[src/include/sip_pkg.sv]
package sip_pkg;

    // Host I/O address decode
    localparam logic [3:0]  REG_SEL_IRQ     = 4'hD;
    localparam logic [8:0]  CARD_PATTERN    = 9'h171;
    localparam int          CARD_LSB        = 10;
    localparam int          CARD_MSB        = 11;
    localparam int          REG_LSB         = 12;
    localparam int          REG_MSB         = 15;
    localparam int          PAT_LSB         = 1;
    localparam int          PAT_MSB         = 9;
    localparam logic [15:0] GLOBAL_BASE     = 16'h02F3;
    localparam logic [2:0]  LEVEL_MAX       = 3'h4;

    // Control register fields
    localparam int          CTL_TMR_EN      = 0;
    localparam int          CTL_CNT_EN      = 1;
    localparam int          CTL_EXT_EN      = 2;
    localparam int          CTL_REARM       = 7;
    localparam logic [2:0]  CTL_RESET       = 3'h0;

    // Status register fields
    localparam int          STA_TMR         = 4;
    localparam int          STA_CNT         = 5;
    localparam int          STA_EXT         = 6;
    localparam logic [7:0]  STA_IDLE        = 8'h00;

    // Request pulse timing, in system clocks
    localparam int          PULSE_CYCLES    = 2;
    localparam logic [1:0]  PULSE_LAST      = 2'(PULSE_CYCLES - 1);

    typedef enum logic [1:0] {
        SIP_ARMED    = 2'b00,
        SIP_PULSE    = 2'b01,
        SIP_DISARMED = 2'b10
    } sip_state_t;

endpackage

[src/sip_irq_ctrl.sv]
// Behaviour
// Control bit 0 enables the 32-bit timer output as interrupt source.
// Control bit 1 enables the 16-bit counter output as interrupt source.
// Control bit 2 enables external request ORed with end-of-conversion.
// Control bits 3 to 6 have no effect on interrupt behaviour.
// Writing control bit 7 set re-arms this card only.
// Power-on reset clears the control register, disabling all sources.
// Status bits 0 to 2 return enable bits; bit 3 reads zero.
// Status bit 4 shows live 32-bit timer output level.
// Status bit 5 shows live 16-bit counter output level.
// Status bit 6 shows external request ORed with converter interrupt.
// Each source is ANDed with its own enable bit.
// Enabled sources are ORed into one card trigger.
// Trigger drives the shared line low for exactly two clocks.
// Outside the pulse the line driver floats.
// Any low on the shared line disarms this card.
// Re-arm starts on local re-arm OR global clear.
// Local re-arm only when card-select address bits match this card.
// Write to 02F3 plus level re-arms globally; data ignored.
// While disarmed no pulse; pulsing resumes only after re-arm.
`timescale 1ns/100ps
module sip_irq_ctrl (
    input  wire logic        clk,
    input  wire logic        arst_n,
    input  wire logic [15:0] io_addr,
    input  wire logic [7:0]  io_wdata,
    input  wire logic        io_wr_n,
    input  wire logic        io_rd_n,
    output logic      [7:0]  io_rdata,
    output logic             io_rdata_oe,
    input  wire logic [1:0]  card_number,
    input  wire logic [2:0]  level_select_switch,
    input  wire logic        wide_timer_out,
    input  wire logic        counter_out,
    input  wire logic        ext_irq_n,
    input  wire logic        adc_eoc,
    input  wire logic        irq_line_in,
    output logic             irq_line_out,
    output logic             irq_line_oe
);
    logic              rst_meta_r;
    logic              rst_n;

    // Power-on reset released through two flops
    always_ff @(posedge clk or negedge arst_n) begin
        if (!arst_n) begin
            rst_meta_r <= 1'b0;
            rst_n      <= 1'b0;
        end else begin
            rst_meta_r <= 1'b1;
            rst_n      <= rst_meta_r;
        end
    end

    logic [15:0]       addr_s;
    logic [7:0]        wdata_s;
    logic [1:0]        strb_s;
    logic [4:0]        sw_s;
    logic [3:0]        src_s;
    logic              line_s;

    sip_sync #(.W(16), .RST_V(16'h0000)) u_sync_addr (
        .clk   (clk),
        .rst_n (rst_n),
        .d     (io_addr),
        .q     (addr_s)
    );

    sip_sync #(.W(8), .RST_V(16'h0000)) u_sync_data (
        .clk   (clk),
        .rst_n (rst_n),
        .d     (io_wdata),
        .q     (wdata_s)
    );

    // Strobes idle high
    sip_sync #(.W(2), .RST_V(16'h0003)) u_sync_strb (
        .clk   (clk),
        .rst_n (rst_n),
        .d     ({io_rd_n, io_wr_n}),
        .q     (strb_s)
    );

    sip_sync #(.W(5), .RST_V(16'h0000)) u_sync_sw (
        .clk   (clk),
        .rst_n (rst_n),
        .d     ({level_select_switch, card_number}),
        .q     (sw_s)
    );

    // External request idles high
    sip_sync #(.W(4), .RST_V(16'h0004)) u_sync_src (
        .clk   (clk),
        .rst_n (rst_n),
        .d     ({adc_eoc, ext_irq_n, counter_out, wide_timer_out}),
        .q     (src_s)
    );

    // Shared line is pulled up when nobody drives it
    sip_sync #(.W(1), .RST_V(16'h0001)) u_sync_line (
        .clk   (clk),
        .rst_n (rst_n),
        .d     (irq_line_in),
        .q     (line_s)
    );

    logic              wr_n_d_r;
    logic              wr_fall;
    logic              rd_act;
    logic [1:0]        card_s;
    logic [2:0]        level_s;
    logic              card_hit;
    logic              glob_hit;
    logic              ctl_wr;
    logic              loc_rearm;
    logic              glob_rearm;
    logic              rearm;

    assign card_s  = sw_s[1:0];
    assign level_s = sw_s[4:2];

    localparam int PAT_MSB  = sip_pkg::PAT_MSB;
    localparam int PAT_LSB  = sip_pkg::PAT_LSB;
    localparam int CARD_MSB = sip_pkg::CARD_MSB;
    localparam int CARD_LSB = sip_pkg::CARD_LSB;
    localparam int REG_MSB  = sip_pkg::REG_MSB;
    localparam int REG_LSB  = sip_pkg::REG_LSB;

    // One write per strobe, taken on its falling edge
    always_ff @(posedge clk or negedge rst_n) begin
        if (!rst_n) begin
            wr_n_d_r <= 1'b1;
        end else begin
            wr_n_d_r <= strb_s[0];
        end
    end

    assign wr_fall = wr_n_d_r && !strb_s[0];
    assign rd_act  = !strb_s[1];

    assign card_hit = (addr_s[PAT_MSB:PAT_LSB] == sip_pkg::CARD_PATTERN)
                   && (addr_s[CARD_MSB:CARD_LSB] == card_s)
                   && (addr_s[REG_MSB:REG_LSB] == sip_pkg::REG_SEL_IRQ)
                   && !addr_s[0];

    // Out-of-range switch setting never matches
    assign glob_hit = (level_s <= sip_pkg::LEVEL_MAX)
                   && (addr_s == sip_pkg::GLOBAL_BASE + {13'h0000, level_s});

    assign ctl_wr     = wr_fall && card_hit;
    assign loc_rearm  = ctl_wr && wdata_s[sip_pkg::CTL_REARM];
    assign glob_rearm = wr_fall && glob_hit;
    assign rearm      = loc_rearm || glob_rearm;

    logic [2:0]        en_r;
    logic              wide_timer_irq_enable;
    logic              counter_irq_enable;
    logic              ext_irq_enable;

    // Bits 3 to 6 are not stored, so they cannot steer anything
    always_ff @(posedge clk or negedge rst_n) begin
        if (!rst_n) begin
            en_r <= sip_pkg::CTL_RESET;
        end else if (ctl_wr) begin
            en_r <= wdata_s[2:0];
        end
    end

    assign wide_timer_irq_enable = en_r[sip_pkg::CTL_TMR_EN];
    assign counter_irq_enable    = en_r[sip_pkg::CTL_CNT_EN];
    assign ext_irq_enable        = en_r[sip_pkg::CTL_EXT_EN];

    logic              wide_timer_source_state;
    logic              counter_source_state;
    logic              ext_source_state;
    logic              trigger;
    logic [7:0]        status;

    assign wide_timer_source_state = src_s[0];
    assign counter_source_state    = src_s[1];
    assign ext_source_state        = !src_s[2] || src_s[3];

    assign trigger = (wide_timer_source_state && wide_timer_irq_enable)
                  || (counter_source_state && counter_irq_enable)
                  || (ext_source_state && ext_irq_enable);

    always_comb begin
        status                   = sip_pkg::STA_IDLE;
        status[2:0]              = en_r;
        status[sip_pkg::STA_TMR] = wide_timer_source_state;
        status[sip_pkg::STA_CNT] = counter_source_state;
        status[sip_pkg::STA_EXT] = ext_source_state;
    end

    // Read data driven only while our own register is addressed
    always_ff @(posedge clk or negedge rst_n) begin
        if (!rst_n) begin
            io_rdata    <= sip_pkg::STA_IDLE;
            io_rdata_oe <= 1'b0;
        end else begin
            io_rdata    <= (rd_act && card_hit) ? status : sip_pkg::STA_IDLE;
            io_rdata_oe <= rd_act && card_hit;
        end
    end

    sip_pkg::sip_state_t state_r;
    sip_pkg::sip_state_t state_nxt;
    logic [1:0]          cnt_r;

    // Disarm from the line wins over a re-arm in the same cycle,
    // so a pulse from another card is never missed.
    always_comb begin
        state_nxt = state_r;
        case (state_r)
            sip_pkg::SIP_ARMED: begin
                if (trigger) begin
                    state_nxt = sip_pkg::SIP_PULSE;
                end else if (!line_s) begin
                    state_nxt = sip_pkg::SIP_DISARMED;
                end
            end
            sip_pkg::SIP_PULSE: begin
                if (cnt_r == sip_pkg::PULSE_LAST) begin
                    state_nxt = sip_pkg::SIP_DISARMED;
                end
            end
            sip_pkg::SIP_DISARMED: begin
                if (rearm && line_s) begin
                    state_nxt = sip_pkg::SIP_ARMED;
                end
            end
            default: begin
                state_nxt = sip_pkg::SIP_DISARMED;
            end
        endcase
    end

    always_ff @(posedge clk or negedge rst_n) begin
        if (!rst_n) begin
            state_r <= sip_pkg::SIP_ARMED;
        end else begin
            state_r <= state_nxt;
        end
    end

    always_ff @(posedge clk or negedge rst_n) begin
        if (!rst_n) begin
            cnt_r <= 2'h0;
        end else if (state_r == sip_pkg::SIP_PULSE) begin
            cnt_r <= cnt_r + 2'h1;
        end else begin
            cnt_r <= 2'h0;
        end
    end

    // Driver enabled only for the pulse, floating otherwise
    always_ff @(posedge clk or negedge rst_n) begin
        if (!rst_n) begin
            irq_line_oe <= 1'b0;
        end else begin
            irq_line_oe <= (state_nxt == sip_pkg::SIP_PULSE);
        end
    end

    // Data pin held low: only the enable moves
    always_ff @(posedge clk or negedge rst_n) begin
        if (!rst_n) begin
            irq_line_out <= 1'b0;
        end else begin
            irq_line_out <= 1'b0;
        end
    end
endmodule

[src/sip_sync.sv]
`timescale 1ns/100ps
module sip_sync #(
    parameter int          W     = 1,
    parameter logic [15:0] RST_V = 16'h0000
) (
    input  wire logic         clk,
    input  wire logic         rst_n,
    input  wire logic [W-1:0] d,
    output logic      [W-1:0] q
);
    logic [W-1:0] meta_r;

    // First stage feeds only the second stage
    always_ff @(posedge clk or negedge rst_n) begin
        if (!rst_n) begin
            meta_r <= RST_V[W-1:0];
            q      <= RST_V[W-1:0];
        end else begin
            meta_r <= d;
            q      <= meta_r;
        end
    end
endmodule

[config.mk]
export PLATFORM = sky130hd
export DESIGN_NAME = sip_irq_ctrl
export DESIGN_NICKNAME = d
export VERILOG_FILES = /design/src/include/sip_pkg.sv /design/src/sip_irq_ctrl.sv /design/src/sip_sync.sv
export SDC_FILE = /design/constraint.sdc
export NUM_CORES = 1
export LEC_CHECK = 0
export ABC_AREA = 1
export BUFFER_PORTS_ARGS = -buffer_cell sky130_fd_sc_hd__buf_2
export CAP_MARGIN = 0
export CELL_PAD_IN_SITES_DETAIL_PLACEMENT = 1
export CELL_PAD_IN_SITES_GLOBAL_PLACEMENT = 1
export CORE_MARGIN = 2
export CORE_UTILIZATION = 40
export CTS_CLUSTER_DIAMETER = 150
export DETAILED_ROUTE_END_ITERATION = 10
export GPL_TIMING_DRIVEN = 0
export PLACE_DENSITY_LB_ADDON = 0.1
export SLEW_MARGIN = 20
export SYNTH_ARGS = -nofsm -noshare
export SYNTH_HDL_FRONTEND = slang
export SYNTH_SLANG_ARGS = --single-unit
[constraint.sdc]
create_clock -name clk -period 4.6 [get_ports clk]
set_input_delay 0.46 -clock clk [delete_from_list [all_inputs] [get_ports clk]]
set_output_delay 0.46 -clock clk [all_outputs]
set_load 0.02 [all_outputs]
; Word level (Yosys, flattened, before mapping)
; Cells that the tools add are included.
[op_classes]
add_sub_neg = 2
reduce_logical = 22
n_lt_le_gt_ge = 1
eq_ne = 8
mux = 7
[ops]
columns = operator, count
row1 = 16-bit by 11-bit == test with 1-bit output, 1
row2 = 1-bit logical AND, 13
row3 = 10-bit by 3-bit adder with 11-bit output (first input constant), 1
row4 = 2-bit 2-to-1 mux, 5
row5 = 9-bit == test (second input constant), 1
row6 = 7-bit 2-to-1 mux, 1
row7 = 2-bit by 1-bit == test with 1-bit output (second input constant), 3
row8 = 2-bit one-hot mux with 3 select lines, 1
row9 = 4-bit == test (second input constant), 1
row10 = 1-bit zero test, 4
row11 = 1-bit logical OR, 4
row12 = 3-bit less-or-equal comparator (second input constant), 1
row13 = 2-bit by 1-bit adder with 2-bit output (second input constant), 1
row14 = 2-bit == test, 1
row15 = 2-bit == test (second input constant), 1
row16 = 2-bit zero test, 1
[totals]
regBits = 91

; Longest topological paths before layout
[depth]
depth_word = 11
depth_mapped = 13

; Modules after synthesis
; Synthesis repeated with hierarchy kept, for this count alone.
[hier_totals]
hier_cells = 199
hier_area_um2 = 2797.7
[by_module_without_submodules]
columns = module, cells_each, instances, area_each_um2, seq_area_each_um2
row1 = sip_irq_ctrl, 127, 1, 985.9, 451.7
row2 = sip_sync at u_sync_addr, 32, 1, 800.8, 800.8
row3 = sip_sync at u_sync_data, 16, 1, 400.4, 400.4
row4 = sip_sync at u_sync_sw, 10, 1, 250.2, 250.2
row5 = sip_sync at u_sync_src, 8, 1, 202.7, 202.7
row6 = sip_sync at u_sync_strb, 4, 1, 105.1, 105.1
row7 = sip_sync at u_sync_line, 2, 1, 52.6, 52.6

; Worst setup path after synthesis
; OpenSTA, ideal clock, no wires.
[synth_timing]
kind = flip-flop to flip-flop
from = reg u_sync_sw.q[2]
to = reg state_r[1]
period_less_slack_ns = 1.466
arrival_time_ns = 1.345
required_ns = 4.480
stages_incl_launch_ff = 14
path_slack_ns = 3.134
path_cell_list = dfrtp_1 > inv_1 > ha_1 > inv_1 > ha_1 > inv_1 > nand2_1 > nand2_1 > nor2_1 > nand4_1 > nand2_1 > nand2_1 > nand2_1 > nand2_1
[synth_between]
elab_chain_len = 8
[synth_lines]
columns = item, line
row1 = "start, declared", sip_sync.sv:9  ; output logic [W-1:0] q
row2 = "start signal, assigned", sip_sync.sv:17  ; q <= RST_V[W-1:0];
row3 = "start signal, assigned", sip_sync.sv:20  ; q <= meta_r;
row4 = 10-bit by 3-bit adder with 11-bit output, sip_irq_ctrl.sv:148  ; && (addr_s == sip_pkg::GLOBAL_BASE + {13'h0000, level_s});
row5 = 16-bit by 11-bit == test with 1-bit output, sip_irq_ctrl.sv:148
row6 = 1-bit logical AND *, sip_irq_ctrl.sv:148
row7 = 1-bit logical AND *, sip_irq_ctrl.sv:152  ; assign glob_rearm = wr_fall && glob_hit;
row8 = 1-bit logical OR *, sip_irq_ctrl.sv:153  ; assign rearm = loc_rearm || glob_rearm;
row9 = 1-bit logical AND *, sip_irq_ctrl.sv:228  ; if (rearm && line_s) begin
row10 = 2-bit 2-to-1 mux *, sip_irq_ctrl.sv:228
row11 = 2-bit one-hot mux with 3 select lines *, sip_irq_ctrl.sv:214  ; case (state_r)
row12 = net state_nxt[1], sip_irq_ctrl.sv:207  ; sip_pkg::sip_state_t state_nxt;
row13 = "end signal, assigned", sip_irq_ctrl.sv:240  ; state_r <= sip_pkg::SIP_ARMED;
row14 = "end signal, assigned", sip_irq_ctrl.sv:242  ; state_r <= state_nxt;
row15 = "end, declared", sip_irq_ctrl.sv:206  ; sip_pkg::sip_state_t state_r;
; The timed path passes the listed nets; every way through them passes the cells marked *.
; A chain may end at the register's enable or synchronous reset.

; Worst setup path after layout
; Same ends and word-level chain as after synthesis.

==> results.py <==
metrics = {
    "grt": {
        "grt_pass1_vias": 1584,
        "grt_max_degree": 60,
        "grt_remaining_overflow": 0,
        "grt_pass1_wl_mm": 6.86,
        "antenna_found_initial": 0,
        "grt_usage_pct": 12.6,
    },
    "timing": {
        "hold-worst-slack_ns": 0.210,
        "setup_ws_ns": 3.01,
        "final_hold_viol_count": 0,
        "rsz0062_at_grt": "no",
        "finalCritPeriodShare_pct": 34.6,
        "max_freq_mhz": 628,
        "tns_ns": 0,
        "period_needed_ns": 1.59,
        "fin_skew_ns": 0.00925,
        "slew_viol_final": 0,
        "setup-violations-final": 0,
    },
    "worst_setup_path": {
        "worstSetupPathType": "reg -> reg",
        "critPathLaunchType": "flip-flop",
        "crit_fanout": 2,
        "crit_start": "u_sync_sw.q[2]",
        "arrival_ns": 1.82,
        "cp-end-kind": "flip-flop",
        "r2r-start": "u_sync_sw.q[2]",
        "worst_ep_required_time_ns": 4.82,
    },
    "final_layout": {
        "area_delta_synth_final_pct": 21.3,
        "stdcell_count": 333,
        "fin_area_um2": 3170,
        "final_nets": 292,
        "fillers": 690,
        "layout_commonest_cell": "dfrtp_1",
        "insertedDiodeCount": 0,
        "drive_gt1_share_pct": 32.0,
        "mostFrequentLayoutCells": "72 x dfrtp_1, 41 x buf_2, 31 x nand2_1, 25 x inv_1, 18 x nor2_1",
    },
    "floorplan": {
        "die_area_um2": 7190,
        "start_util_pct": 41.1,
        "dieWidth_um": 84.8,
        "ioPinCount": 49,
        "core_area_um2": 6350,
        "die_h_um": 84.8,
        "rows": 29,
    },
    "hold_path": {
        "hp-start": "io_wr_n",
        "hp-class": "in -> reg",
    },
    "power_and_ir_drop": {
        "power.density_nw_per_um2": 424,
        "vdd_drop_max_uv": 220,
        "p_leak_nw": 1.58,
    },
    "logic_synthesis": {
        "synth_area_um2": 2610,
        "synth_area_per_cell_um2": 13.4,
        "synth_top_area_cell": "dfrtp_1",
        "synthTopCellsByArea": "dfrtp_1 70%, dfstp_2 9.1%, nand2_1 4.5%",
        "ys_ff_latch": 82,
        "yosysWarnings": 0,
        "synth_cell_types": 21,
        "syn_inst": 195,
        "seq_area_frac_synth_pct": 79.0,
        "synth_top_cell_area_share_pct": 69.9,
    },
    "cts": {
        "clk_latency_ns": 0.34,
        "cts_buffers": 9,
        "cts_hold_buf": 1,
        "htree_levels": 3,
        "cts_buffer_depth": 2,
        "cts_repair_resize_count": 0,
        "clk_pin_slew_ns": 0.08,
        "cts_sinks": 82,
        "cts_tree": "yes",
        "cts_root_buffer": "clkbuf_8",
        "cts_setup_buffers": 0,
    },
    "outcome": {
        "status": "finished clean",
    },
    "detailed_routing": {
        "top_layer_used": "met4",
        "via_per_inst": 4.30,
        "wirelength_mm": 3.84,
        "drt-wirelength-per-cell_um": 11.5,
        "wl_met2_mm": 1.99,
        "ant_nets": 0,
        "drt_iter0_markers": 34,
        "vias": 1432,
        "routed-wl-met3_um": 160,
        "first_pass_iters": 4,
        "drcViolationCount": 0,
        "wl_met1_mm": 1.63,
    },
    "placement": {
        "post-place-cells": 316,
        "dpl-instance-area_um2": 2950,
        "io_buffers": 41,
        "dp_slack_ns": 2.99,
        "dp_hpwl_mm": 2.80,
        "gp_congestion": 0.710,
    },
    "flow_run": {
        "maxCapViolCount": 0,
    },
}
-- worst max-delay path: stages, from the launching register on --
cell	delay, ns
dfrtp_1	0.39
inv_1	0.08
ha_1	0.14
inv_1	0.04
ha_1	0.29
inv_1	0.04
nand2_1	0.05
nand2_1	0.05
nor2_1	0.09
nand4_1	0.10
nand2_1	0.08
nand2_1	0.05
nand2_1	0.05
nand2_1	0.04
-- area by class of cell --
class	count	area [um2]	area share (%)
multi-input cells	85	430	13.6
plain buffers	3	22.5	0.711
clock inverters	6	68.8	2.17
inverters	27	104	3.28
clock buffers	10	138	4.34
well taps	77	96.3	3.04
repair buffers	43	243	7.66
flip-flops and latches	82	2070	65.2
-- cell usage after synthesis --
| cell | count |
|---|---|
| inv_1 | 25 |
| nand3b_1 | 1 |
| dfrtp_1 | 73 |
| inv_2 | 1 |
| nor2_4 | 2 |
| nor2_2 | 6 |
| nor2_1 | 18 |
| nand2_1 | 31 |
| inv_4 | 1 |
| o22ai_1 | 3 |
| nand3_1 | 7 |
| buf_4 | 3 |
| ha_1 | 3 |
| dfstp_2 | 9 |
| a21oi_1 | 1 |
| a21oi_2 | 1 |
| nand4_1 | 3 |
| o21ai_0 | 1 |
| xor2_1 | 1 |
| xnor2_1 | 3 |
| conb_1 | 2 |
-- final timing paths --
| path | endpoint | slack [ns] | cells past startpoint |
|---|---|---|---|
| max | state_r[1] | 3.01 | 13 |
| min | u_sync_strb.meta_r[0] | 0.21 | 1 |
| max reg2reg | state_r[1] | 3.01 | 13 |
| min reg2reg | u_sync_src.meta_r[0] | 0.23 | 0 |
| max in group asynchronous | u_sync_line.q | 3.76 | 1 |
| min in group asynchronous | u_sync_src.meta_r[0] | 0.23 | 0 |
-- routing by layer --
layer / GRT usage, % / up-vias
li1: - / 694
met1: 15.3 / 706
met2: 20.3 / 26
met3: 3.60 / 6
met4: 7.36 / 0
met5: 0 / -
-- power breakdown --
group	total [mW]	switching, mW	internal (mW)
clock	0.523	0.252	0.270
combinational	0.0522	0.0287	0.0234
sequential	0.770	0.0157	0.754
-- cell families after synthesis --
group	after synthesis	synth area share, %
AOI/OAI and AO/OA	6	1.44
and+or+nand+nor	68	11.7
xor gates and xnor gates	4	1.34
buffers and inverters	30	4.84
DFF	82	79.0
adders and majority gates	3	1.44
other	2	0.287
-- flip-flops by register name, summed over array words and instances (netlist names), 2 cells and up --
signal              flops
u_sync_addr.meta_r     16
u_sync_addr.q          16
io_rdata                6
u_sync_sw.meta_r        5
u_sync_sw.q             5
u_sync_data.meta_r      4
u_sync_data.q           4
u_sync_src.meta_r       4
u_sync_src.q            4
en_r                    3
cnt_r                   2
state_r                 2
u_sync_strb.meta_r      2
u_sync_strb.q           2
-- per-stage QoR --
| step | util (%) | power, mW |
|---|---|---|
| floorplan | - | 0.809 |
| global placement | 46.0 | 0.832 |
| detailed placement | 46.5 | 0.838 |
| CTS | 49.9 | 1.37 |
| global route | 49.9 | 1.41 |
| finish | 49.9 | 1.34 |
No activity file was read; power rests on OpenSTA's default activity.
